==> src/hw/core_load_defines.vh <==
// constants shared by the load/move decoder and its saved register bank
`ifndef CORE_LOAD_DEFINES_VH
`define CORE_LOAD_DEFINES_VH
`define GPR_RESET 16'h0000
`define EXT_RESET 6'h00
`define SAVED_RESET 16'h0000
`define SAVED_RESERVED_READ 16'h0000
`define PC_READ_OFFSET 22'h000004
`define ZF_REG6 4'h6
`define ZF_REG7 4'h7
`define BYTE_BASE_EXT_REG 3'h0
`define OPC_EXT_MOVE_HI 5'h15
`define OPC_EXT_MOVE_LO 5'h03
`define OPC_SHORT_IMM 4'h1
`define OPC_IMM16 12'h8DF
`define OPC_EXT_XFER_HI 5'h14
`define OPC_EXT_XFER_LO 4'h1
`define OPC_BYTE_LARGE_LO 4'h3
`define OPC_BYTE_SHORT 3'h3
`define OPC_BYTE_R0 7'h4E
`define OPC_CODE_READ 4'hA
`define OPC_PC_READ 13'h13DE
`define OPC_SAVED_RD 12'h9EA
`define OPC_SAVED_WR 12'h9EB
`define SEL_FAST_PC_LOW 4'h0
`define SEL_FAST_PC_HIGH 4'h1
`define SEL_FAST_STATUS 4'h2
`define SEL_NORM_PC_LOW 4'h4
`define SEL_NORM_PC_HIGH 4'h5
`define SEL_NORM_STATUS 4'h6
`define SEL_SOFT_STATUS 4'hA
`endif

==> src/hw/saved_reg_bank.v <==
// interrupt saved registers reached by the saved register transfer
`timescale 1ns/1ps
`include "core_load_defines.vh"
module saved_reg_bank (
  input wire ref_clk, // core clock
  input wire arst_n, // asynchronous reset, active low
  input wire wrEn, // one-cycle write strobe
  input wire [3:0] savedRegSelector, // selects which saved register
  input wire [15:0] wrData, // value to store
  output reg [15:0] rdData // selected register, combinational
);
  reg [15:0] saved_r [0:6]; // fast pc low/high/status, normal pc low/high/status, soft status
  wire [3:0] idx; // decoded slot, 4'hF when reserved
  integer i;

  // map a selector code onto a storage slot
  function [3:0] slotOf;
    input [3:0] sel;
    begin
      case (sel)
        `SEL_FAST_PC_LOW: slotOf = 4'h0;
        `SEL_FAST_PC_HIGH: slotOf = 4'h1;
        `SEL_FAST_STATUS: slotOf = 4'h2;
        `SEL_NORM_PC_LOW: slotOf = 4'h3;
        `SEL_NORM_PC_HIGH: slotOf = 4'h4;
        `SEL_NORM_STATUS: slotOf = 4'h5;
        `SEL_SOFT_STATUS: slotOf = 4'h6;
        default: slotOf = 4'hF;
      endcase
    end
  endfunction

  assign idx = slotOf(savedRegSelector);

  // store; reserved codes write nothing
  always @(posedge ref_clk or negedge arst_n) begin
    if (!arst_n) begin
      for (i = 0; i < 7; i = i + 1) begin
        saved_r[i] <= `SAVED_RESET;
      end
    end else if (wrEn && idx != 4'hF) begin
      saved_r[idx[2:0]] <= wrData;
    end
  end

  // read mux; reserved codes read as a fixed value
  always @* begin
    if (idx == 4'hF) begin
      rdData = `SAVED_RESERVED_READ;
    end else begin
      rdData = saved_r[idx[2:0]];
    end
  end
endmodule // saved_reg_bank

==> src/hw/core_load_instruction_decode.v <==
// decode and execute of the core's load and move instruction group
// What this block does
// - extended move copies all 22 bits
// - short immediate sets low byte, clears high
// - short load to reg6/7 updates zero flag
// - 16-bit immediate taken from second word
// - 16-bit load to reg6/7 updates zero flag
// - large immediate: six bits plus second word
// - two-word instructions take two fetch cycles
// - extension transfer zero-extends or keeps six bits
// - short byte access: base plus 4-bit displacement
// - large byte access: base plus second word
// - indexed byte access: base plus index register
// - 8-bit displacement form uses reg0, ext0
// - code read loads word from program memory
// - pc read stores instruction address plus four
// - saved register read goes to reg0
// - saved register write takes reg0
// - selector codes name the seven saved registers
// - extended register is extension plus general part
`timescale 1ns/1ps
`include "core_load_defines.vh"
module core_load_instruction_decode (
  input wire ref_clk, // core clock, 40 MHz
  input wire arst_n, // asynchronous reset, active low
  input wire instrValid, // instruction word offered
  input wire [15:0] instrWord, // instruction or trailing word
  input wire [21:0] instrAddr, // address of the first word
  output wire instrReady, // word taken when valid and ready
  output wire dmReq, // data memory byte request, level
  output wire dmWe, // 1 store, 0 load
  output wire [21:0] dmAddr, // data memory byte address
  output wire [7:0] dmWdata, // store byte
  input wire [7:0] dmRdata, // load byte, valid with ack
  input wire dmAck, // data memory done
  output wire pmReq, // program memory read request, level
  output wire [21:0] pmAddr, // program memory address
  input wire [15:0] pmRdata, // program word, valid with ack
  input wire pmAck, // program memory done
  output wire zeroFlagReg6, // zero flag of register 6
  output wire zeroFlagReg7, // zero flag of register 7
  output wire otherOp, // pulse: word outside this group ignored
  input wire [3:0] dbgSel, // register observation select
  output wire [15:0] dbgGpr, // selected general register
  output wire [5:0] dbgExt // selected extension register
);
  localparam ST_IDLE = 2'b00; // waiting for a first word
  localparam ST_WORD2 = 2'b01; // waiting for the trailing word
  localparam ST_DMEM = 2'b10; // data memory access in flight
  localparam ST_PMEM = 2'b11; // program memory read in flight

  localparam OP_NONE = 4'h0; // not in this group
  localparam OP_EXTMOVE = 4'h1;
  localparam OP_SHORTIMM = 4'h2;
  localparam OP_IMM16 = 4'h3;
  localparam OP_LARGEIMM = 4'h4;
  localparam OP_EXTXFER = 4'h5;
  localparam OP_BYTESHORT = 4'h6;
  localparam OP_BYTELARGE = 4'h7;
  localparam OP_BYTEINDEX = 4'h8;
  localparam OP_BYTER0 = 4'h9;
  localparam OP_CODEREAD = 4'hA;
  localparam OP_PCREAD = 4'hB;
  localparam OP_SAVEDRD = 4'hC;
  localparam OP_SAVEDWR = 4'hD;

  reg [15:0] gpr [0:15]; // general registers; 8..15 are the low parts of extended regs
  reg [5:0] ext [0:7]; // extension parts of extended regs
  reg [1:0] state_r; // sequencer state
  reg [3:0] op_r; // op held across the second word or memory wait
  reg [15:0] word_r; // first word held for two-word ops
  wire [21:0] pcPlus4; // first-word address plus the read offset, wraps at 22 bits
  reg [3:0] dst_r; // destination register of a pending load
  reg dmReq_r; // data memory request
  reg dmWe_r; // data memory direction
  reg [21:0] dmAddr_r; // data memory address
  reg [7:0] dmWdata_r; // store byte
  reg pmReq_r; // program memory request
  reg [21:0] pmAddr_r; // program memory address
  reg zf6_r; // zero flag of register 6
  reg zf7_r; // zero flag of register 7
  reg otherOp_r; // pulse for ignored words
  reg [15:0] dbgGpr_r; // observation of a general register
  reg [5:0] dbgExt_r; // observation of an extension register
  wire [21:0] aVal [0:7]; // extended register values
  wire [3:0] opNow; // class of the word on instrWord
  wire [15:0] savedRd; // saved register read data
  wire savedWrEn; // saved register write strobe
  wire [15:0] curWord; // first word of the op being started
  reg [21:0] byteAddr; // byte address for the op being started
  reg [2:0] byteDreg; // data register of the byte op
  integer i;

  // each extended register is its extension part over a general register
  genvar g;
  generate
    for (g = 0; g < 8; g = g + 1) begin : extJoin
      assign aVal[g] = {ext[g], gpr[g + 8]};
    end
  endgenerate

  // classify a first word; overlapping patterns are disjoint by their fixed bits
  function [3:0] classify;
    input [15:0] w;
    begin
      if (w[15:11] == `OPC_EXT_MOVE_HI && w[7:3] == `OPC_EXT_MOVE_LO) begin
        classify = OP_EXTMOVE;
      end else if (w[15:11] == `OPC_EXT_MOVE_HI && w[7:6] == 2'b10) begin
        classify = OP_LARGEIMM;
      end else if (w[15:12] == `OPC_SHORT_IMM) begin
        classify = OP_SHORTIMM;
      end else if (w[15:4] == `OPC_IMM16) begin
        classify = OP_IMM16;
      end else if (w[15:11] == `OPC_EXT_XFER_HI && w[7:4] == `OPC_EXT_XFER_LO) begin
        classify = OP_EXTXFER;
      end else if (w[15:11] == `OPC_EXT_XFER_HI && w[7:4] == `OPC_BYTE_LARGE_LO) begin
        classify = OP_BYTELARGE;
      end else if (w[15:13] == `OPC_BYTE_SHORT && !w[11]) begin
        classify = w[7] ? OP_BYTEINDEX : OP_BYTESHORT;
      end else if (w[15:9] == `OPC_BYTE_R0) begin
        classify = OP_BYTER0;
      end else if (w[15:12] == `OPC_CODE_READ && w[7:3] == 5'h00) begin
        classify = OP_CODEREAD;
      end else if (w[15:3] == `OPC_PC_READ) begin
        classify = OP_PCREAD;
      end else if (w[15:4] == `OPC_SAVED_RD) begin
        classify = OP_SAVEDRD;
      end else if (w[15:4] == `OPC_SAVED_WR) begin
        classify = OP_SAVEDWR;
      end else begin
        classify = OP_NONE;
      end
    end
  endfunction

  assign opNow = classify(instrWord);
  assign instrReady = (state_r == ST_IDLE) || (state_r == ST_WORD2);
  assign curWord = (state_r == ST_IDLE) ? instrWord : word_r;
  // one 22-bit sum feeds both halves, so the carry into the extension part is kept
  assign pcPlus4 = instrAddr + `PC_READ_OFFSET;
  assign savedWrEn = (state_r == ST_IDLE) && instrValid && (opNow == OP_SAVEDWR);

  saved_reg_bank savedBank (
    .ref_clk(ref_clk),
    .arst_n(arst_n),
    .wrEn(savedWrEn),
    .savedRegSelector(instrWord[3:0]),
    .wrData(gpr[0]),
    .rdData(savedRd)
  );

  // byte address and data register for whichever byte form starts now
  always @* begin
    byteDreg = curWord[10:8];
    byteAddr = aVal[curWord[6:4]] + {18'h00000, curWord[3:0]};
    case (state_r == ST_IDLE ? opNow : op_r)
      OP_BYTEINDEX: begin
        byteAddr = aVal[curWord[6:4]] + {6'h00, gpr[curWord[3:0]]};
      end
      OP_BYTER0: begin
        byteDreg = 3'h0;
        byteAddr = aVal[`BYTE_BASE_EXT_REG] + {14'h0000, curWord[7:0]};
      end
      OP_BYTELARGE: begin
        byteAddr = aVal[curWord[2:0]] + {6'h00, instrWord};
      end
      default: begin
        byteDreg = curWord[10:8];
      end
    endcase
  end

  // sequencer and register writes
  always @(posedge ref_clk or negedge arst_n) begin
    if (!arst_n) begin
      for (i = 0; i < 16; i = i + 1) begin
        gpr[i] <= `GPR_RESET;
      end
      for (i = 0; i < 8; i = i + 1) begin
        ext[i] <= `EXT_RESET;
      end
      state_r <= ST_IDLE;
      op_r <= OP_NONE;
      word_r <= 16'h0000;
      dst_r <= 4'h0;
      dmReq_r <= 1'b0;
      dmWe_r <= 1'b0;
      dmAddr_r <= 22'h000000;
      dmWdata_r <= 8'h00;
      pmReq_r <= 1'b0;
      pmAddr_r <= 22'h000000;
      zf6_r <= 1'b0;
      zf7_r <= 1'b0;
      otherOp_r <= 1'b0;
    end else begin
      otherOp_r <= 1'b0;
      case (state_r)
        ST_IDLE: if (instrValid) begin
          op_r <= opNow;
          word_r <= instrWord;
          case (opNow)
            OP_EXTMOVE: begin
              ext[instrWord[10:8]] <= aVal[instrWord[2:0]][21:16];
              gpr[{1'b1, instrWord[10:8]}] <= aVal[instrWord[2:0]][15:0];
            end
            OP_SHORTIMM: begin
              gpr[instrWord[11:8]] <= {8'h00, instrWord[7:0]};
              if (instrWord[11:8] == `ZF_REG6) begin
                zf6_r <= (instrWord[7:0] == 8'h00);
              end
              if (instrWord[11:8] == `ZF_REG7) begin
                zf7_r <= (instrWord[7:0] == 8'h00);
              end
            end
            OP_IMM16, OP_LARGEIMM, OP_BYTELARGE: begin
              state_r <= ST_WORD2;
            end
            OP_EXTXFER: begin
              if (instrWord[3]) begin
                ext[instrWord[2:0]] <= gpr[instrWord[10:8]][5:0];
              end else begin
                gpr[instrWord[10:8]] <= {10'h000, ext[instrWord[2:0]]};
              end
            end
            OP_BYTESHORT, OP_BYTEINDEX, OP_BYTER0: begin
              // byte r0 form puts direction in bit 8, the others in bit 12
              dmWe_r <= (opNow == OP_BYTER0) ? instrWord[8] : instrWord[12];
              dmAddr_r <= byteAddr;
              dmWdata_r <= gpr[byteDreg][7:0];
              dst_r <= {1'b0, byteDreg};
              dmReq_r <= 1'b1;
              state_r <= ST_DMEM;
            end
            OP_CODEREAD: begin
              pmAddr_r <= aVal[instrWord[2:0]];
              dst_r <= instrWord[11:8];
              pmReq_r <= 1'b1;
              state_r <= ST_PMEM;
            end
            OP_PCREAD: begin
              ext[instrWord[2:0]] <= pcPlus4[21:16];
              gpr[{1'b1, instrWord[2:0]}] <= pcPlus4[15:0];
            end
            OP_SAVEDRD: begin
              gpr[0] <= savedRd;
            end
            OP_SAVEDWR: begin
              op_r <= OP_SAVEDWR; // bank write strobed combinationally this cycle
            end
            default: begin
              otherOp_r <= 1'b1; // word belongs to another group
            end
          endcase
        end
        ST_WORD2: if (instrValid) begin
          state_r <= ST_IDLE;
          case (op_r)
            OP_IMM16: begin
              gpr[word_r[3:0]] <= instrWord;
              if (word_r[3:0] == `ZF_REG6) begin
                zf6_r <= (instrWord == 16'h0000);
              end
              if (word_r[3:0] == `ZF_REG7) begin
                zf7_r <= (instrWord == 16'h0000);
              end
            end
            OP_LARGEIMM: begin
              ext[word_r[10:8]] <= word_r[5:0];
              gpr[{1'b1, word_r[10:8]}] <= instrWord;
            end
            default: begin
              dmWe_r <= word_r[3];
              dmAddr_r <= byteAddr;
              dmWdata_r <= gpr[byteDreg][7:0];
              dst_r <= {1'b0, byteDreg};
              dmReq_r <= 1'b1;
              state_r <= ST_DMEM;
            end
          endcase
        end
        ST_DMEM: if (dmAck) begin
          dmReq_r <= 1'b0;
          if (!dmWe_r) begin
            gpr[dst_r] <= {8'h00, dmRdata}; // loaded byte is zero-extended
          end
          state_r <= ST_IDLE;
        end
        default: if (pmAck) begin
          pmReq_r <= 1'b0;
          gpr[dst_r] <= pmRdata;
          state_r <= ST_IDLE;
        end
      endcase
    end
  end

  // observation registers, one cycle behind the select
  always @(posedge ref_clk or negedge arst_n) begin
    if (!arst_n) begin
      dbgGpr_r <= 16'h0000;
      dbgExt_r <= 6'h00;
    end else begin
      dbgGpr_r <= gpr[dbgSel];
      dbgExt_r <= ext[dbgSel[2:0]];
    end
  end

  assign dmReq = dmReq_r;
  assign dmWe = dmWe_r;
  assign dmAddr = dmAddr_r;
  assign dmWdata = dmWdata_r;
  assign pmReq = pmReq_r;
  assign pmAddr = pmAddr_r;
  assign zeroFlagReg6 = zf6_r;
  assign zeroFlagReg7 = zf7_r;
  assign otherOp = otherOp_r;
  assign dbgGpr = dbgGpr_r;
  assign dbgExt = dbgExt_r;
endmodule // core_load_instruction_decode

==> config.mk <==
export PLATFORM = sky130hd
export DESIGN_NAME = core_load_instruction_decode
export DESIGN_NICKNAME = d
export VERILOG_FILES = /design/src/hw/saved_reg_bank.v /design/src/hw/core_load_instruction_decode.v
export VERILOG_INCLUDE_DIRS = /design/src /design/src/hw
export SDC_FILE = /design/constraint.sdc
export NUM_CORES = 2
export LEC_CHECK = 0
export BUFFER_PORTS_ARGS = -buffer_cell sky130_fd_sc_hd__buf_2
export CAP_MARGIN = 20
export CORE_ASPECT_RATIO = 1.5
export CORE_MARGIN = 3
export CORE_UTILIZATION = 40
export CTS_CLUSTER_SIZE = 16
export DETAILED_ROUTE_END_ITERATION = 8
export PLACE_DENSITY = 0.61
export SYNTH_ARGS = -nofsm -noshare
export SYNTH_HDL_FRONTEND = slang
export SYNTH_SLANG_ARGS = --single-unit
==> constraint.sdc <==
create_clock -name ref_clk -period 7.6 [get_ports ref_clk]
set_input_delay 0.76 -clock ref_clk [delete_from_list [all_inputs] [get_ports ref_clk]]
set_output_delay 0.76 -clock ref_clk [all_outputs]
set_load 0.005 [all_outputs]
==> flow_results.org <==
** Run status
- The run finished, with violations left.
- Violations in the final reports :: design-rule violations

** Setup path
- Data on the critical path arrives at its endpoint at 6460 ps.
- Startpoint types :: flip-flop
- Of all nets on the critical path, the largest fanout is 23.
- The worst setup path is captured at a flip-flop.
- Measured in cells, the most critical reg-to-reg path has a length of 20.
- Critical path data required time :: 8180 ps
- By startpoint and endpoint, the worst setup path is classified as flip-flop to flip-flop.

** Route
- Total number of vias :: 54.8k
- In the routed layout, each cell is associated on average with a via count of 7.67.
- Number of nets with antenna violations after routing :: 0
- Remaining DRCs :: 34
- Detailed-router iteration count before antenna repair :: 9
- Dividing the detail-routed wire length by the instance count gives 40.6 um.
- For this block, the initial DRC count from the detailed router was 8842.
- Routed wire length :: 290000 um

** Global routing
- Via count of the first global-routing pass :: 51.1k
- The initial antenna violation count is 43.
- The total overflow left after global routing is 0.
- Entering global routing, the biggest net connects 170 pins.
- Across every metal layer, demand over resource in global routing totals 0.443.
- Global-route wire length before repair :: 404000 um

** Timing
- Between clock sinks in the finished design, the worst skew comes to 50.9 ps.
- Max Transition Viols Final :: 0
- The number of hold-slack violations in the final timing report was 0.
- Setup violations remaining at the end of the flow were counted as 0.
- RSZ-0062 raised after global routing :: false
- For the pin with the worst max-slew slack, the measured transition is 1360 ps.
- Adding up every negative setup slack in the final design gives 0 ps.
- Slew headroom :: 0.0906
- Portion of the clock cycle consumed by the worst path in the final layout :: 0.773
- Upper clock frequency limit :: 170 MHz
- Post-layout min period :: 5880 ps

** Power
- Largest vdd supply drop :: 0.223 mV
- Dividing total power by cell area gives a power density of 423 mW/mm^2.
- The analysis attributes to cell leakage a power of 22.3 nW.

** Die
- The core region is 0.122 mm^2.
- Boundary Pins :: 152
- The floorplan step set the die height to 436 um.
- The floorplan has 157 rows.
- The initial utilization of the core area, before any placement, comes to 0.403.
- From left edge to right edge, the die measures 293 um.
- The floorplan step defined a die boundary enclosing 0.128 mm^2.

** Layout
- Combined area of the multi-input logic cells :: 0.0340 mm^2
- Most frequent standard cell in the layout excluding fill and tap cells :: nand2_1
- Number of filler instances in the final layout :: 12.0k
- In the final design database the tool counted 5600 nets.
- P&R area growth vs syn :: 9.33%
- Summing all flip-flop and latch instances after layout gives 0.0129 mm^2.
- In the final layout, the share of cells above drive strength 1 is 0.183.
- In the layout the commonest cells are nand2_1, dfrtp_1, o21ai_0, mux2i_1, a21oi_1.
- Excluding fillers, the count of instances in the completed layout stands at 7148.

** Logic synthesis
- Sequential element share of the synthesized area :: 0.262
- Flop and latch count out of synthesis :: 517
- Gate Count Post-Synth :: 5670
- Distinct cells, synth :: 100
- Share of flip-flops with an asynchronous set or reset after synthesis :: 1.00
- Mean Syn Cell Area :: 8.71 um^2
- Area share of the leading cell type in the synthesized netlist :: 0.262
- Syn Nets :: 5789
- Post-synthesis instance area :: 0.0494 mm^2
- Number of synthesis warnings :: 0
- Number of flops mapped to enable cells by yosys :: 0
- Flip-flop cell with the highest count after synthesis :: dfrtp_1
- Library cell with the largest summed area after synthesis :: dfrtp_1
- Ranking of synthesized cells by area :: dfrtp_1, mux4_2, mux2i_1

** Place
- Buffers on Ports :: 151
- Final HPWL DP :: 198000 um
- The congestion estimate from routability-driven global placement came to 1.12.
- Number of placed cells counting well taps :: 6994

** CTS
- Clock sink count :: 517
- The number of setup buffers added after CTS is 0.
- Clock-pin slew was measured on the worst setup and hold paths at 70 ps.
- Gates resized during post-CTS repair numbered 0.
- Latest clock arrival within the worst-skew pair :: 730 ps
- Number of levels in the clock H-tree :: 2
- CTS buffer count :: 59
- CTS placed an instance of clkbuf_16 at the clock tree root.
- For this design, the CTS-stage hold fixing added 0 buffers.
- Clock tree from TritonCTS :: done
- The longest clock path from root to sink contains 3 buffers.

** Job
- Number of max-cap violations :: 0

** Worst hold path
- Worst hold path type :: input port to asynchronous set/reset pin
-- state kept, by name, indices dropped and copies added, names as in the netlist --
register           count
savedBank.saved_r    112
otherOp                1
dbgExt                 6
op_r                   4
state_r                2
gpr                  128
dmAddr                22
pmReq                  1
aVal                 176
dst_r                  4
pmAddr                22
dmWdata                8
zeroFlagReg6           1
dbgGpr                16
dmWe                   1
dmReq                  1
zeroFlagReg7           1
word_r                11
-- critical path, stage by stage, from the launching register on --
cell and delay, ps:
dfrtp_1 450, inv_1 170, ha_4 460, mux2i_4 320, clkinv_2 330, buf_4 350
mux4_2 340, nand2_1 240, a31oi_1 160, nor2_1 120, a21oi_1 60, ha_1 280
fa_1 510, a211oi_1 410, nor4_1 120, or2_2 360, o2111ai_1 320, nand2_1 160
xnor2_1 160, a221oi_1 290, a21oi_1 110
-- synth_stat cells (28+ instances only) --
cell,number
o221ai_1,96
a211oi_1,92
a22oi_1,78
a32o_1,40
nand2b_1,47
buf_2,49
o22a_1,50
buf_1,81
and3_1,42
a2bb2oi_1,45
a21o_1,30
nand2_1,791
nor2_1,322
a221o_1,72
xnor2_1,43
dfrtp_1,517
mux2_2,129
nand3_1,48
a21oi_1,409
a31oi_1,31
clkbuf_1,507
xor2_1,28
nor3_1,45
mux2_1,62
mux2i_1,421
inv_1,30
ha_1,45
o21ai_0,447
mux4_2,260
a22o_1,59
o22ai_1,108
a221oi_1,146
o31ai_1,134
-- final cells by class --
class                   instances  share of cell area
diodes                         34             0.00158
multi-input cells            4462               0.629
repair buffers                404              0.0528
inverters                      37             0.00271
flip-flops and latches        517               0.240
well taps                    1590              0.0369
clock inverters                24             0.00547
clock buffers                  80              0.0316
-- routing by layer --
layer	GRT usage	part of all wire	vias to the layer above
met4	0.408	0.12	30
met5	0.0149	0.0010	-
li1	-	-	21400
met2	0.634	0.42	4948
met3	0.191	0.14	1810
met1	0.492	0.33	26600
-- power by group --
part	switching [mW]	total [mW]	internal, mW
registers	1.59	5.12	3.54
clock network	1.43	3.14	1.71
logic	9.32	14.6	5.27
total	12.3	22.9	10.5
-- logic make-up after synthesis --
logic type / share of synthesized area
AOI/OAI and AO/OA: 0.279
and+or+nand+nor: 0.130
muxes: 0.248
buffers and inverters: 0.0556
DFF: 0.262
xor gates and xnor gates: 0.0126
adders and majority gates: 0.0128
-- path summary, 6_finish.rpt --
kind	slack, ps	from	endpoint
min reg2reg	470	pmAddr[6]	pmAddr[6]
max in group asynchronous	5800	arst_n	savedBank.saved_r[23]
min	80	arst_n	aVal[90]
min in group ref_clk	460	pmRdata[14]	gpr[222]
max reg2reg	1720	state_r[0]	dmAddr[16]
max	1720	state_r[0]	dmAddr[16]
-- stage by stage --
step / setup slack [ps] / util / area (um^2) / hold WS (ps) / power (mW)
2_1_floorplan: 2160 / - / 49400 / 457 / 13.5
3_3_place_gp: 1180 / 0.422 / 51600 / 458 / 18.6
3_5_place_dp: 1250 / 0.422 / 51600 / 466 / 18.8
4_1_cts: 1790 / 0.438 / 53600 / 109 / 21.9
5_1_grt: 1360 / 0.440 / 53900 / 130 / 23.4
6_report: 1720 / 0.441 / 54000 / 81.8 / 22.9
No activity file was read; power rests on OpenSTA's default activity.
